--- src/ebls_pkg.sv ---
// Package for the endian byte-lane steering block: widths, size codes, lane constants.
// Assumes a 32-bit bus with four 8-bit byte lanes.
package ebls_pkg;
  localparam int unsigned DATA_W     = 32;
  localparam int unsigned LANE_W     = 8;
  localparam int unsigned ADDR_W     = 32;
  localparam logic [1:0]  LAST_LANE  = 2'h3;
  localparam logic        RESET_MODE = 1'b0;

  // Transfer-width codes, identical in both modes
  typedef enum logic [1:0] {
    EBLS_SIZE_BYTE = 2'h0,
    EBLS_SIZE_HALF = 2'h1,
    EBLS_SIZE_WORD = 2'h3
  } ebls_size_t;

  // Lane that carries byte offset off; big-endian mirrors it
  function automatic logic [1:0] ebls_lane(input logic big, input logic [1:0] off);
    return big ? (LAST_LANE - off) : off;
  endfunction
endpackage

--- src/ebls_top.sv ---
// Endian byte-lane steering between the core load/store port and a 32-bit bus.
// Assumes the bus answers a read in the cycle after the request and the core waits for it.
`timescale 1ns/1ps

module ebls_top
  import ebls_pkg::*;
(
  input  wire logic                 clk_sys_i,
  input  wire logic                 reset_i,
  input  wire logic                 big_endian_strap_i,
  input  wire logic                 req_i,
  input  wire logic                 write_i,
  input  wire logic                 signed_i,
  input  wire ebls_pkg::ebls_size_t size_i,
  input  wire logic [31:0]          addr_i,
  input  wire logic [31:0]          wdata_i,
  input  wire logic [31:0]          bus_rdata_i,
  output logic                      big_endian_o,
  output logic                      bus_req_o,
  output logic                      bus_write_o,
  output ebls_pkg::ebls_size_t      bus_size_o,
  output logic [31:0]               bus_addr_o,
  output logic [31:0]               bus_wdata_o,
  output logic [3:0]                bus_be_o,
  output logic                      rvalid_o,
  output logic [31:0]               rdata_o
);
  import ebls_pkg::*;

  logic              mode_q;
  logic              init_q;
  logic              rd_pend_q;
  ebls_size_t        rd_size_q;
  logic [1:0]        rd_off_q;
  logic              rd_sgn_q;
  logic [31:0]       st_bus;
  logic [3:0]        st_be;
  logic [31:0]       ld_data;

  // Strap sampled on the first edge after reset; never changes in operation
  always_ff @(posedge clk_sys_i) begin
    if (reset_i) begin
      mode_q <= RESET_MODE;
      init_q <= 1'b1;
    end else if (init_q) begin
      mode_q <= big_endian_strap_i;
      init_q <= 1'b0;
    end
  end

  ebls_store_steer u_store (
    .big_i  (mode_q),
    .size_i (size_i),
    .off_i  (addr_i[1:0]),
    .data_i (wdata_i),
    .bus_o  (st_bus),
    .be_o   (st_be)
  );

  ebls_load_align u_load (
    .big_i    (mode_q),
    .size_i   (rd_size_q),
    .off_i    (rd_off_q),
    .signed_i (rd_sgn_q),
    .bus_i    (bus_rdata_i),
    .data_o   (ld_data)
  );

  // Request stage; requests during the strap capture cycle are dropped
  always_ff @(posedge clk_sys_i) begin
    if (reset_i) begin
      bus_req_o   <= 1'b0;
      bus_write_o <= 1'b0;
      bus_size_o  <= EBLS_SIZE_WORD;
      bus_addr_o  <= 32'h0;
      bus_wdata_o <= 32'h0;
      bus_be_o    <= 4'h0;
    end else begin
      bus_req_o   <= req_i & ~init_q;
      bus_write_o <= write_i;
      bus_size_o  <= size_i;
      bus_addr_o  <= addr_i;
      bus_wdata_o <= st_bus;
      bus_be_o    <= (req_i & ~init_q) ? st_be : 4'h0;
    end
  end

  // Read bookkeeping: data returns the cycle after the bus request
  always_ff @(posedge clk_sys_i) begin
    if (reset_i) begin
      rd_pend_q <= 1'b0;
      rd_size_q <= EBLS_SIZE_WORD;
      rd_off_q  <= 2'h0;
      rd_sgn_q  <= 1'b0;
    end else begin
      rd_pend_q <= bus_req_o & ~bus_write_o;
      rd_size_q <= bus_size_o;
      rd_off_q  <= bus_addr_o[1:0];
      rd_sgn_q  <= signed_i;
    end
  end

  always_ff @(posedge clk_sys_i) begin
    if (reset_i) begin
      rvalid_o <= 1'b0;
      rdata_o  <= 32'h0;
    end else begin
      rvalid_o <= rd_pend_q;
      rdata_o  <= rd_pend_q ? ld_data : rdata_o;
    end
  end

  always_ff @(posedge clk_sys_i) begin
    if (reset_i) begin
      big_endian_o <= 1'b0;
    end else begin
      big_endian_o <= mode_q;
    end
  end

  a_mode_fixed: assert property (@(posedge clk_sys_i) disable iff (reset_i)
    !init_q && !$past(init_q) |-> $stable(mode_q))
    else $error("endian mode changed during operation");

  a_addr_same: assert property (@(posedge clk_sys_i) disable iff (reset_i)
    req_i && !init_q |=> bus_addr_o == $past(addr_i) && bus_size_o == $past(size_i))
    else $error("bus address or width altered");

  a_word_pass: assert property (@(posedge clk_sys_i) disable iff (reset_i)
    req_i && !init_q && write_i && size_i == EBLS_SIZE_WORD |=>
      bus_wdata_o == $past(wdata_i) && bus_be_o == 4'hF)
    else $error("word store not bit preserving");

  a_le_byte_lane: assert property (@(posedge clk_sys_i) disable iff (reset_i)
    req_i && !init_q && write_i && !mode_q && size_i == EBLS_SIZE_BYTE
      && addr_i[1:0] == 2'h0 |=> bus_be_o == 4'h1 && bus_wdata_o[7:0] == $past(wdata_i[7:0]))
    else $error("little-endian byte 0 on wrong lane");

  a_be_byte_lane: assert property (@(posedge clk_sys_i) disable iff (reset_i)
    req_i && !init_q && write_i && mode_q && size_i == EBLS_SIZE_BYTE
      && addr_i[1:0] == 2'h0 |=> bus_be_o == 4'h8 && bus_wdata_o[31:24] == $past(wdata_i[7:0]))
    else $error("big-endian byte 0 on wrong lane");

  a_be_load_one: assert property (@(posedge clk_sys_i) disable iff (reset_i)
    rd_pend_q && mode_q && rd_size_q == EBLS_SIZE_BYTE && rd_off_q == 2'h1 && !rd_sgn_q
      |=> rvalid_o && rdata_o == {24'h0, $past(bus_rdata_i[23:16])})
    else $error("big-endian byte 1 load wrong");

  a_le_load_one: assert property (@(posedge clk_sys_i) disable iff (reset_i)
    rd_pend_q && !mode_q && rd_size_q == EBLS_SIZE_BYTE && rd_off_q == 2'h1 && !rd_sgn_q
      |=> rvalid_o && rdata_o == {24'h0, $past(bus_rdata_i[15:8])})
    else $error("little-endian byte 1 load wrong");

  a_word_load: assert property (@(posedge clk_sys_i) disable iff (reset_i)
    rd_pend_q && rd_size_q == EBLS_SIZE_WORD |=> rdata_o == $past(bus_rdata_i))
    else $error("word load not bit preserving");

  a_byte_zero: assert property (@(posedge clk_sys_i) disable iff (reset_i)
    rd_pend_q && rd_size_q == EBLS_SIZE_BYTE && !rd_sgn_q |=> rdata_o[31:8] == 24'h0)
    else $error("unsigned byte load not zero filled");

  a_half_order: assert property (@(posedge clk_sys_i) disable iff (reset_i)
    req_i && !init_q && write_i && !mode_q && size_i == EBLS_SIZE_HALF && addr_i[1:0] == 2'h2
      |=> bus_wdata_o[31:16] == $past(wdata_i[15:0]) && bus_be_o == 4'hC)
    else $error("halfword significance order wrong");

  a_be_half: assert property (@(posedge clk_sys_i) disable iff (reset_i)
    req_i && !init_q && write_i && mode_q && size_i == EBLS_SIZE_HALF && addr_i[1:0] == 2'h0
      |=> bus_wdata_o[31:16] == $past(wdata_i[15:0]) && bus_be_o == 4'hC)
    else $error("big-endian halfword lanes wrong");

  // Mode capture and request gating around the strap cycle, bus direction copy and byte access width
  a_mode_capture: assert property (@(posedge clk_sys_i) disable iff (reset_i)
    init_q |=> mode_q == $past(big_endian_strap_i))
    else $error("strap not captured after reset");

  a_mode_shown: assert property (@(posedge clk_sys_i) disable iff (reset_i)
    !init_q |=> big_endian_o == $past(mode_q))
    else $error("mode output does not follow mode");

  a_no_req: assert property (@(posedge clk_sys_i) disable iff (reset_i)
    !req_i || init_q |=> !bus_req_o && bus_be_o == 4'h0)
    else $error("bus request without a taken core request");

  a_write_copy: assert property (@(posedge clk_sys_i) disable iff (reset_i)
    req_i && !init_q |=> bus_req_o && bus_write_o == $past(write_i))
    else $error("bus direction altered");

  a_byte_width: assert property (@(posedge clk_sys_i) disable iff (reset_i)
    req_i && !init_q && size_i == EBLS_SIZE_BYTE
      |=> bus_size_o == EBLS_SIZE_BYTE && $onehot(bus_be_o))
    else $error("byte access not one lane wide");

  // One property per mode and offset, so a failure names the lane at once
  a_le_byte_one: assert property (@(posedge clk_sys_i) disable iff (reset_i)
    req_i && !init_q && write_i && !mode_q && size_i == EBLS_SIZE_BYTE
      && addr_i[1:0] == 2'h1 |=> bus_be_o == 4'h2 && bus_wdata_o[15:8] == $past(wdata_i[7:0]))
    else $error("little-endian byte 1 on wrong lane");

  a_le_byte_two: assert property (@(posedge clk_sys_i) disable iff (reset_i)
    req_i && !init_q && write_i && !mode_q && size_i == EBLS_SIZE_BYTE
      && addr_i[1:0] == 2'h2 |=> bus_be_o == 4'h4 && bus_wdata_o[23:16] == $past(wdata_i[7:0]))
    else $error("little-endian byte 2 on wrong lane");

  a_le_byte_three: assert property (@(posedge clk_sys_i) disable iff (reset_i)
    req_i && !init_q && write_i && !mode_q && size_i == EBLS_SIZE_BYTE
      && addr_i[1:0] == 2'h3 |=> bus_be_o == 4'h8 && bus_wdata_o[31:24] == $past(wdata_i[7:0]))
    else $error("little-endian byte 3 on wrong lane");

  a_be_byte_one: assert property (@(posedge clk_sys_i) disable iff (reset_i)
    req_i && !init_q && write_i && mode_q && size_i == EBLS_SIZE_BYTE
      && addr_i[1:0] == 2'h1 |=> bus_be_o == 4'h4 && bus_wdata_o[23:16] == $past(wdata_i[7:0]))
    else $error("big-endian byte 1 on wrong lane");

  a_be_byte_two: assert property (@(posedge clk_sys_i) disable iff (reset_i)
    req_i && !init_q && write_i && mode_q && size_i == EBLS_SIZE_BYTE
      && addr_i[1:0] == 2'h2 |=> bus_be_o == 4'h2 && bus_wdata_o[15:8] == $past(wdata_i[7:0]))
    else $error("big-endian byte 2 on wrong lane");

  a_be_byte_three: assert property (@(posedge clk_sys_i) disable iff (reset_i)
    req_i && !init_q && write_i && mode_q && size_i == EBLS_SIZE_BYTE
      && addr_i[1:0] == 2'h3 |=> bus_be_o == 4'h1 && bus_wdata_o[7:0] == $past(wdata_i[7:0]))
    else $error("big-endian byte 3 on wrong lane");

  a_le_half_low: assert property (@(posedge clk_sys_i) disable iff (reset_i)
    req_i && !init_q && write_i && !mode_q && size_i == EBLS_SIZE_HALF && addr_i[1:0] == 2'h0
      |=> bus_wdata_o[15:0] == $past(wdata_i[15:0]) && bus_be_o == 4'h3)
    else $error("little-endian low halfword lanes wrong");

  a_be_half_high: assert property (@(posedge clk_sys_i) disable iff (reset_i)
    req_i && !init_q && write_i && mode_q && size_i == EBLS_SIZE_HALF && addr_i[1:0] == 2'h2
      |=> bus_wdata_o[15:0] == $past(wdata_i[15:0]) && bus_be_o == 4'h3)
    else $error("big-endian upper halfword lanes wrong");

  a_le_load_zero: assert property (@(posedge clk_sys_i) disable iff (reset_i)
    rd_pend_q && !mode_q && rd_size_q == EBLS_SIZE_BYTE && rd_off_q == 2'h0
      |=> rvalid_o && rdata_o[7:0] == $past(bus_rdata_i[7:0]))
    else $error("little-endian byte 0 load wrong");

  a_le_load_two: assert property (@(posedge clk_sys_i) disable iff (reset_i)
    rd_pend_q && !mode_q && rd_size_q == EBLS_SIZE_BYTE && rd_off_q == 2'h2
      |=> rvalid_o && rdata_o[7:0] == $past(bus_rdata_i[23:16]))
    else $error("little-endian byte 2 load wrong");

  a_le_load_three: assert property (@(posedge clk_sys_i) disable iff (reset_i)
    rd_pend_q && !mode_q && rd_size_q == EBLS_SIZE_BYTE && rd_off_q == 2'h3
      |=> rvalid_o && rdata_o[7:0] == $past(bus_rdata_i[31:24]))
    else $error("little-endian byte 3 load wrong");

  a_be_load_zero: assert property (@(posedge clk_sys_i) disable iff (reset_i)
    rd_pend_q && mode_q && rd_size_q == EBLS_SIZE_BYTE && rd_off_q == 2'h0
      |=> rvalid_o && rdata_o[7:0] == $past(bus_rdata_i[31:24]))
    else $error("big-endian byte 0 load wrong");

  a_be_load_two: assert property (@(posedge clk_sys_i) disable iff (reset_i)
    rd_pend_q && mode_q && rd_size_q == EBLS_SIZE_BYTE && rd_off_q == 2'h2
      |=> rvalid_o && rdata_o[7:0] == $past(bus_rdata_i[15:8]))
    else $error("big-endian byte 2 load wrong");

  a_be_load_three: assert property (@(posedge clk_sys_i) disable iff (reset_i)
    rd_pend_q && mode_q && rd_size_q == EBLS_SIZE_BYTE && rd_off_q == 2'h3
      |=> rvalid_o && rdata_o[7:0] == $past(bus_rdata_i[7:0]))
    else $error("big-endian byte 3 load wrong");

  a_le_half_load: assert property (@(posedge clk_sys_i) disable iff (reset_i)
    rd_pend_q && !mode_q && rd_size_q == EBLS_SIZE_HALF && rd_off_q == 2'h2
      |=> rvalid_o && rdata_o[15:0] == $past(bus_rdata_i[31:16]))
    else $error("little-endian upper halfword load wrong");

  a_be_half_load: assert property (@(posedge clk_sys_i) disable iff (reset_i)
    rd_pend_q && mode_q && rd_size_q == EBLS_SIZE_HALF && rd_off_q == 2'h2
      |=> rvalid_o && rdata_o[15:0] == $past(bus_rdata_i[15:0]))
    else $error("big-endian upper halfword load wrong");

  a_le_half_base: assert property (@(posedge clk_sys_i) disable iff (reset_i)
    rd_pend_q && !mode_q && rd_size_q == EBLS_SIZE_HALF && rd_off_q == 2'h0
      |=> rvalid_o && rdata_o[15:0] == $past(bus_rdata_i[15:0]))
    else $error("little-endian low halfword load wrong");

  a_be_half_base: assert property (@(posedge clk_sys_i) disable iff (reset_i)
    rd_pend_q && mode_q && rd_size_q == EBLS_SIZE_HALF && rd_off_q == 2'h0
      |=> rvalid_o && rdata_o[15:0] == $past(bus_rdata_i[31:16]))
    else $error("big-endian low halfword load wrong");

  // Extension of narrow loads into the upper register bits, and hold of the load result between loads
  a_byte_sign: assert property (@(posedge clk_sys_i) disable iff (reset_i)
    rd_pend_q && rd_size_q == EBLS_SIZE_BYTE && rd_sgn_q
      |=> rdata_o[31:8] == {24{rdata_o[7]}})
    else $error("signed byte load not sign extended");

  a_half_zero: assert property (@(posedge clk_sys_i) disable iff (reset_i)
    rd_pend_q && rd_size_q == EBLS_SIZE_HALF && !rd_sgn_q
      |=> rdata_o[31:16] == 16'h0)
    else $error("unsigned halfword load not zero filled");

  a_half_sign: assert property (@(posedge clk_sys_i) disable iff (reset_i)
    rd_pend_q && rd_size_q == EBLS_SIZE_HALF && rd_sgn_q
      |=> rdata_o[31:16] == {16{rdata_o[15]}})
    else $error("signed halfword load not sign extended");

  a_load_hold: assert property (@(posedge clk_sys_i) disable iff (reset_i)
    !rd_pend_q |=> !rvalid_o && $stable(rdata_o))
    else $error("load result changed without a load");
endmodule // ebls_top

--- src/ebls_load_align.sv ---
// Load alignment: picks the addressed lanes of bus read data and zero/sign extends.
// Assumes bus data and the offset are valid in the same cycle; purely combinational.
`timescale 1ns/1ps
module ebls_load_align
  import ebls_pkg::*;
(
  input  wire logic                 big_i,
  input  wire ebls_pkg::ebls_size_t size_i,
  input  wire logic [1:0]           off_i,
  input  wire logic                 signed_i,
  input  wire logic [31:0]          bus_i,
  output logic      [31:0]          data_o
);
  logic [7:0] b0;
  logic [7:0] b1;
  logic [1:0] l0;
  logic [1:0] l1;

  always_comb begin
    l0 = ebls_lane(big_i, off_i);
    l1 = ebls_lane(big_i, off_i | 2'h1);
    b0 = bus_i[l0*LANE_W +: LANE_W];
    b1 = bus_i[l1*LANE_W +: LANE_W];
    unique case (size_i)
      EBLS_SIZE_BYTE: data_o = {{24{signed_i & b0[7]}}, b0};
      EBLS_SIZE_HALF: begin
        // Halfword: lower address is the low byte only in little-endian
        if (big_i) begin
          data_o = {{16{signed_i & b0[7]}}, b0, b1};
        end else begin
          data_o = {{16{signed_i & b1[7]}}, b1, b0};
        end
      end
      default: data_o = bus_i;
    endcase
  end
endmodule // ebls_load_align

--- src/ebls_store_steer.sv ---
// Store steering: places register bytes onto the lanes of their byte addresses.
// Assumes unused lanes are don't-care to memory and masked by the byte enables.
`timescale 1ns/1ps
module ebls_store_steer
  import ebls_pkg::*;
(
  input  wire logic                 big_i,
  input  wire ebls_pkg::ebls_size_t size_i,
  input  wire logic [1:0]           off_i,
  input  wire logic [31:0]          data_i,
  output logic      [31:0]          bus_o,
  output logic      [3:0]           be_o
);
  logic [1:0] l0;
  logic [1:0] l1;

  always_comb begin
    bus_o = 32'h0;
    be_o  = 4'h0;
    l0    = ebls_lane(big_i, off_i);
    l1    = ebls_lane(big_i, off_i | 2'h1);
    unique case (size_i)
      EBLS_SIZE_BYTE: begin
        bus_o[l0*LANE_W +: LANE_W] = data_i[7:0];
        be_o[l0] = 1'b1;
      end
      EBLS_SIZE_HALF: begin
        // Arithmetic significance follows bit number in both modes
        if (big_i) begin
          bus_o[l0*LANE_W +: LANE_W] = data_i[15:8];
          bus_o[l1*LANE_W +: LANE_W] = data_i[7:0];
        end else begin
          bus_o[l0*LANE_W +: LANE_W] = data_i[7:0];
          bus_o[l1*LANE_W +: LANE_W] = data_i[15:8];
        end
        be_o[l0] = 1'b1;
        be_o[l1] = 1'b1;
      end
      default: begin
        bus_o = data_i;
        be_o  = 4'hF;
      end
    endcase
  end
endmodule // ebls_store_steer

--- config.mk ---
export PLATFORM = sky130hd
export DESIGN_NAME = ebls_top
export DESIGN_NICKNAME = d
export VERILOG_FILES = /design/src/ebls_pkg.sv /design/src/ebls_top.sv /design/src/ebls_load_align.sv /design/src/ebls_store_steer.sv
export SDC_FILE = /design/constraint.sdc
export NUM_CORES = 1
export LEC_CHECK = 0
export ABC_AREA = 1
export BUFFER_PORTS_ARGS = -buffer_cell sky130_fd_sc_hd__buf_2
export CAP_MARGIN = 20
export CELL_PAD_IN_SITES_DETAIL_PLACEMENT = 1
export CELL_PAD_IN_SITES_GLOBAL_PLACEMENT = 2
export CORE_MARGIN = 5
export CORE_UTILIZATION = 27
export DETAILED_ROUTE_END_ITERATION = 10
export GPL_TIMING_DRIVEN = 0
export PLACE_DENSITY_LB_ADDON = 0.1
export SLEW_MARGIN = 10
export SYNTH_ARGS = -nofsm -noshare
export SYNTH_HDL_FRONTEND = slang
export SYNTH_SLANG_ARGS = --single-unit
--- constraint.sdc ---
create_clock -name clk_sys_i -period 2.56 [get_ports clk_sys_i]
set_input_delay 0 -clock clk_sys_i [delete_from_list [all_inputs] [get_ports clk_sys_i]]
set_output_delay 0 -clock clk_sys_i [all_outputs]
set_load 0.1 [all_outputs]
# --- Word level (Yosys, flattened, before mapping) ---
# Cells that the tools add are included.
word_totals:
  inputBits: 104
  ff_bits: 114
  output_inout_bits: 106
  word_cells: 66
classes:
  n_lt_le_gt_ge: 4
  mux: 16
  n_reduce_logical: 5
  n_eq_ne: 2
  add_sub_neg: 6
  shifts: 8
  bitwise_logic: 10
op_table:
  columns: ["operator", "count"]
  rows:
  - ["variable part select 8 x 34 -> 32 bit", 4]
  - ["one-hot mux 32 bit (2 select lines)", 2]
  - ["negator 5 -> 34 bit", 2]
  - ["variable shift 8 x 34 -> 32 bit, first input constant", 2]
  - ["bitwise AND 32 bit", 2]
  - ["bitwise mux 32 bit", 2]
  - ["2-to-1 mux 32 bit", 2]
  - ["variable part select 32 x 6 -> 8 bit", 2]
  - ["2-to-1 mux 2 bit", 4]
  - ["one-hot mux 4 bit (2 select lines)", 1]
  - ["subtractor 2 bit, first input constant", 4]
  - ["< comparator 2 x 3 -> 1 bit, second input constant", 2]
  - ["bitwise AND 1 bit", 4]
  - ["demux 1 bit (select 2 bit)", 2]
  - ["equality test 2 x 1 -> 1 bit, second input constant", 2]
  - [">= comparator 2 x 1 -> 1 bit, second input constant", 2]
  - ["zero test 2 bit", 2]
  - ["bitwise OR 4 bit", 1]
  - ["2-to-1 mux 1 bit", 3]
  - ["inverter 1 bit", 3]
  - ["logical AND 1 bit", 2]
  - ["OR reduction 2 bit", 1]

# --- Depth between registers and ports, before layout ---
depth:
  word_depth: 8
  depth_mapped: 12

# --- Hierarchy ---
# Synthesis repeated with hierarchy kept, for this count alone.
hier_totals:
  cells_unflattened: 1082
  area_unflattened_um2: 6521.3
modules_own_cells:
  columns: ["module", "cells_each", "area_per_inst_um2", "n_inst"]
  rows:
  - ["ebls_top", 455, 3632.2, 1]
  - ["ebls_store_steer", 348, 1650.3, 1]
  - ["ebls_load_align", 279, 1238.7, 1]

# --- Worst setup path before layout ---
# Ideal clock, no wire load.
synth_path:
  kind: "reg2reg"
  start: "register mode_q"
  end: "register bus_wdata_o[16]"
  setup_ps: 70
  path_slack_ps: 372
  arrival_ps: 2117
  required_time_ps: 2490
  path_stages_with_launch: 12
  path_cell_list: "dfxtp_1 -> buf_6 -> inv_4 -> clkbuf_1 -> ha_1 -> buf_2 -> inv_1 -> nor2_2 -> nand2_1 -> o21ai_0 -> inv_1 -> a21oi_1"
synth_via:
  elab_chain_len: 7
  elab_cells_between_ends: 16
synth_lines:
  columns: ["item", "line_no", "source"]
  rows:
  - ["start: declaration", "ebls_top.sv:30", "logic mode_q;"]
  - ["start signal: assignment", "ebls_top.sv:46", "mode_q <= big_endian_strap_i;"]
  - ["2-to-1 mux 2 bit", "ebls_pkg.sv:19", "return big ? (LAST_LANE - off) : off;"]
  - ["negator 5 -> 34 bit", "ebls_store_steer.sv:24, ebls_store_steer.sv:30, ebls_store_steer.sv:33", null]
  - ["variable part select 8 x 34 -> 32 bit, or another cell as far along", "ebls_store_steer.sv:24, ebls_store_steer.sv:33", null]
  - ["bitwise AND 32 bit (no source line)", null, null]
  - ["bitwise mux 32 bit, on equally long branches", "ebls_store_steer.sv:34, ebls_store_steer.sv:31", null]
  - ["2-to-1 mux 32 bit", "ebls_store_steer.sv:29", "if (big_i) begin"]
  - ["one-hot mux 32 bit (2 select lines) *", "ebls_store_steer.sv:22", "unique case (size_i)"]
  - ["end signal: assignment", "ebls_top.sv:83", "bus_wdata_o <= st_bus;"]
  - ["end: declaration", "ebls_top.sv:23", "output logic [31:0] bus_wdata_o,"]
# Mark *: on every way between the ends. The rest lies on a longest branch, timed or not.
# A chain may end at the register's enable or synchronous reset.

# --- Final worst setup path ---
# Ends and elaborated chain as after synthesis.

==> flow_results.org <==
** Cells and area
- Fraction of layout cells with a size suffix above 1 :: 0.2478
- Net total in the final layout :: 1326
- Final design instance area without fill :: 9116 sq um
- Final core utilization :: 0.4027
- Area growth from synthesis to layout :: 46.42%

** Worst setup path
- In this run the critical register-to-register path is launched from mode_q.
- The largest individual stage delay along the critical path comes from the cell sky130_fd_sc_hd__dfxtp_2.
- STA classifies the critical path endpoint as a register.
- The worst setup path is launched from a register.
- Tracing the worst setup path back leads to its startpoint at mode_q.
- The critical path goes through buf_6 > inv_4 > ha_1 > clkbuf_4 > clkinvlp_4 > nor3_4 > nand2_1 > nand3_1 > nand3_1 > a21oi_1.
- Required time worst endpoint :: 2900 ps
- Setup slack on the worst reg-to-reg path comes out at 220 ps.
- CP arrival :: 2680 ps
- Critical path destination :: bus_wdata_o[16]
- Highest net fanout along the worst path :: 18
- Cell type with the highest occurrence count on the critical path :: sky130_fd_sc_hd__nand3_1
- Delay contributed by the slowest stage of the critical path :: 380 ps
- Critical path class :: reg2reg
- Capture instance of the worst register-to-register path :: bus_wdata_o[16]
- Worst R2R Path Depth :: 10

** STA
- Final Skew :: 8.592 ps
- Period minus WS final :: 2337 ps
- Final number of hold-violating endpoints :: 0
- The worst pin sits at a relative slew slack of 0.4816.
- # setup viols final :: 0
- Post-route setup slack :: 222.8 ps
- The number of max-slew violations in the final report came to 0.
- Worst-margin pin slew :: 774.7 ps
- Setup repair after global routing left no endpoint under its margin.
- Crit share post-route :: 0.9130
- Maximum achievable frequency :: 0.4279 GHz

** Drt
- The first detailed-routing pass ran for 5 iterations.
- The detailed router finished its first iteration with 359 violations.
- In this run the remaining antenna-violating nets after routing total 0.
- Average wire length per cell after detail routing :: 18.21 um
- Total via count after detailed routing :: 7055
- Via count normalized by instance count :: 4.663
- Wire length after detailed routing :: 27550 um
- Residual DRC count :: 0

** Logic synthesis
- The synthesized design contains 0 enable-type register cells.
- After synthesis the cells add up to 6226 sq um.
- Biggest area consumer among synthesized cells :: sky130_fd_sc_hd__dfxtp_1
- Share of synthesized area occupied by flip-flops and latches :: 0.3666
- Primary flip-flop cell chosen by synthesis mapping :: sky130_fd_sc_hd__dfxtp_1
- The average instance in the mapped netlist occupies 6.933 sq um.
- Count of state elements after synthesis :: 114
- Top cells by count, synth :: 165 x sky130_fd_sc_hd__nand2_1, 119 x sky130_fd_sc_hd__inv_1, 116 x sky130_fd_sc_hd__nand3_1
- Library cell with the highest instance count after synthesis :: sky130_fd_sc_hd__nand2_1
- Synthesis handed over a netlist of 898 instances.
- Yosys printed 0 warnings.
- Cell types occupying the most area after synthesis :: sky130_fd_sc_hd__dfxtp_1 37%, sky130_fd_sc_hd__nand2_1 9.9%, sky130_fd_sc_hd__nand3_1 9.3%
- Of all flip-flops after synthesis, the portion carrying an async set or reset was 0.
- The number of nets in the synthesized netlist is 1010.
- Number of distinct library cell variants in the gate-level netlist after synthesis :: 39
- Of the post-synthesis cell area, the dominant cell type holds 0.3666.

** Global routing
- Grt total ovfl :: 0
- The first global-routing pass estimated 43500 um of wire.
- Entering global routing, the biggest net connects 19 pins.
- Total routing usage reported by global routing :: 0.2116
- Via count of the first global-routing pass :: 7624
- Antenna violations before repair :: 1

** Die
- After floorplanning, the core was sized to cover 22640 sq um.
- In this run the core area contains 55 standard-cell rows.
- For this configuration, the core starts out at a cell density of 0.2750.
- Die Outline Area :: 26200 sq um
- Pin placement for this block handled 210 I/O pins.
- Die Width :: 161.9 um
- Die boundary height :: 161.9 um

** Clock tree
- The H-tree generated during clock tree synthesis spans 4 levels.
- Clock latency on the worst-skew pair :: 420 ps
- The tree built by TritonCTS fans out to 114 sinks.
- In this run, CTS created clock tree buffers numbering 17.
- In this run the deepest clock path goes through 2 buffers.
- The cell sitting at the root of the clock tree is a sky130_fd_sc_hd__clkbuf_16.
- Post-CTS clock slew at the launch and capture registers of the worst setup and hold paths :: 60 ps
- TritonCTS built the clock tree.

** Power
- In this run the static leakage power is 4.579 nW.
- VDD sags by at most 397.8 uV.
- Dividing total power by cell area gives a power density of 644.9 nW/um^2.
- Power Total :: 5.879 mW

** Placed design
- The count of buffers added on input and output ports is 206.
- Summing all placed instances gives a cell area of 7614 sq um.
- HPWL reported at the end of detailed placement :: 20700 um
- Prior to clock tree synthesis, the placed netlist has a worst setup slack of -350.4 ps.
- RePlAce Congestion :: 0.8728

** Run
- Max cap viols :: 0

** Run status
- The flow ran to the end, and the final reports show no timing, DRC or antenna violations.

** Worst hold path
- Worst min path class :: in2reg
[layer usage]
layer / GRT usage / wire, um / up-vias
met4: 0.04883 / 296 / 0
met1: 0.2898 / 13200 / 3251
met3: 0.05633 / 1951 / 21
met5: 0 / 0 / -
li1: - / - / 3574
met2: 0.3343 / 12100 / 209
[stage by stage]
stage	cells	hold WS [ps]	TNS, ps
after global placement	1389	117.2	-6722
after floorplan	898	27.72	0
final	1513	16.89	0
after detailed placement	1389	119.3	-6977
after global routing	1513	38.31	0
after CTS	1510	1.138	0
[area by class of cell]
type | instances | area [sq um]
Timing Repair Buffer | 298 | 1947
Inverter | 124 | 481.7
Clock inverter | 15 | 147.6
Buffer | 55 | 275.3
Clock buffer | 17 | 425.4
Fill cell | 2885 | 13520
Antenna cell | 1 | 2.502
Sequential cell | 114 | 2283
Tap cell | 285 | 356.6
Multi-Input combinational cell | 604 | 3197
[report_power, final]
group / internal, mW / switching (mW)
Clock: 1.37 / 1.00
Combinational: 0.411 / 1.21
Sequential: 1.86 / 0.0298
Total: 3.64 / 2.24
[cell usage in the layout (no fill, tap or decap), types with 4 or more instances in the layout]
master,count
sky130_fd_sc_hd__ha_1,8
sky130_fd_sc_hd__nor2_1,77
sky130_fd_sc_hd__buf_4,5
sky130_fd_sc_hd__a21oi_1,97
sky130_fd_sc_hd__a21oi_4,10
sky130_fd_sc_hd__clkbuf_16,17
sky130_fd_sc_hd__nand2_1,164
sky130_fd_sc_hd__buf_2,218
sky130_fd_sc_hd__dlygate4sd3_1,90
sky130_fd_sc_hd__dfxtp_1,113
sky130_fd_sc_hd__nand3_1,116
sky130_fd_sc_hd__nand2_2,5
sky130_fd_sc_hd__a32oi_1,17
sky130_fd_sc_hd__clkbuf_1,32
sky130_fd_sc_hd__o21bai_1,9
sky130_fd_sc_hd__inv_6,6
sky130_fd_sc_hd__o21ai_0,60
sky130_fd_sc_hd__nand2_4,5
sky130_fd_sc_hd__nor2_8,4
sky130_fd_sc_hd__o31ai_1,11
sky130_fd_sc_hd__inv_1,118
[worst max-delay path, delay by kind of cell, from the launching register on]
family | cells | cell delay [ps]
compound gates | 1 | 190
fa+ha+maj | 1 | 290
flops | 1 | 380
simple gates | 4 | 630
buf+inv | 4 | 760
[worst min path at each step]
stage / from / depth (start not counted) / endpoint
3_3_place_gp: reset_i / 1 / init_q
2_1_floorplan: reset_i / 0 / init_q
3_5_place_dp: reset_i / 1 / init_q
6_report: bus_rdata_i[8] / 5 / rdata_o[8]
5_1_grt: wdata_i[0] / 3 / bus_wdata_o[24]
4_1_cts: bus_rdata_i[12] / 5 / rdata_o[12]
[state kept, by name, summed over array words and instances (netlist names), 2 cells and up]
register / cells
rd_size_q: 2
bus_size_o: 2
bus_addr_o: 32
rd_off_q: 2
bus_be_o: 4
bus_wdata_o: 32
rdata_o: 32
[what timing repair did]
action / 4_1_cts / 5_1_grt
resized for setup: 1 / 4
hold buffers: 90 / 0
buffers inserted: 0 / 2
hold endpoints to repair: 93 / 0
endpoints found under the setup margin: 33 / 18
[cell families after synthesis]
logic type,Yosys count,synth area share
and+or+nand+nor,388,0.2900
buffers and inverters,180,0.1212
adders and majority gates,8,0.01608
AOI/OAI and AO/OA,208,0.2062
DFF,114,0.3666
No activity file was read; power rests on OpenSTA's default activity.
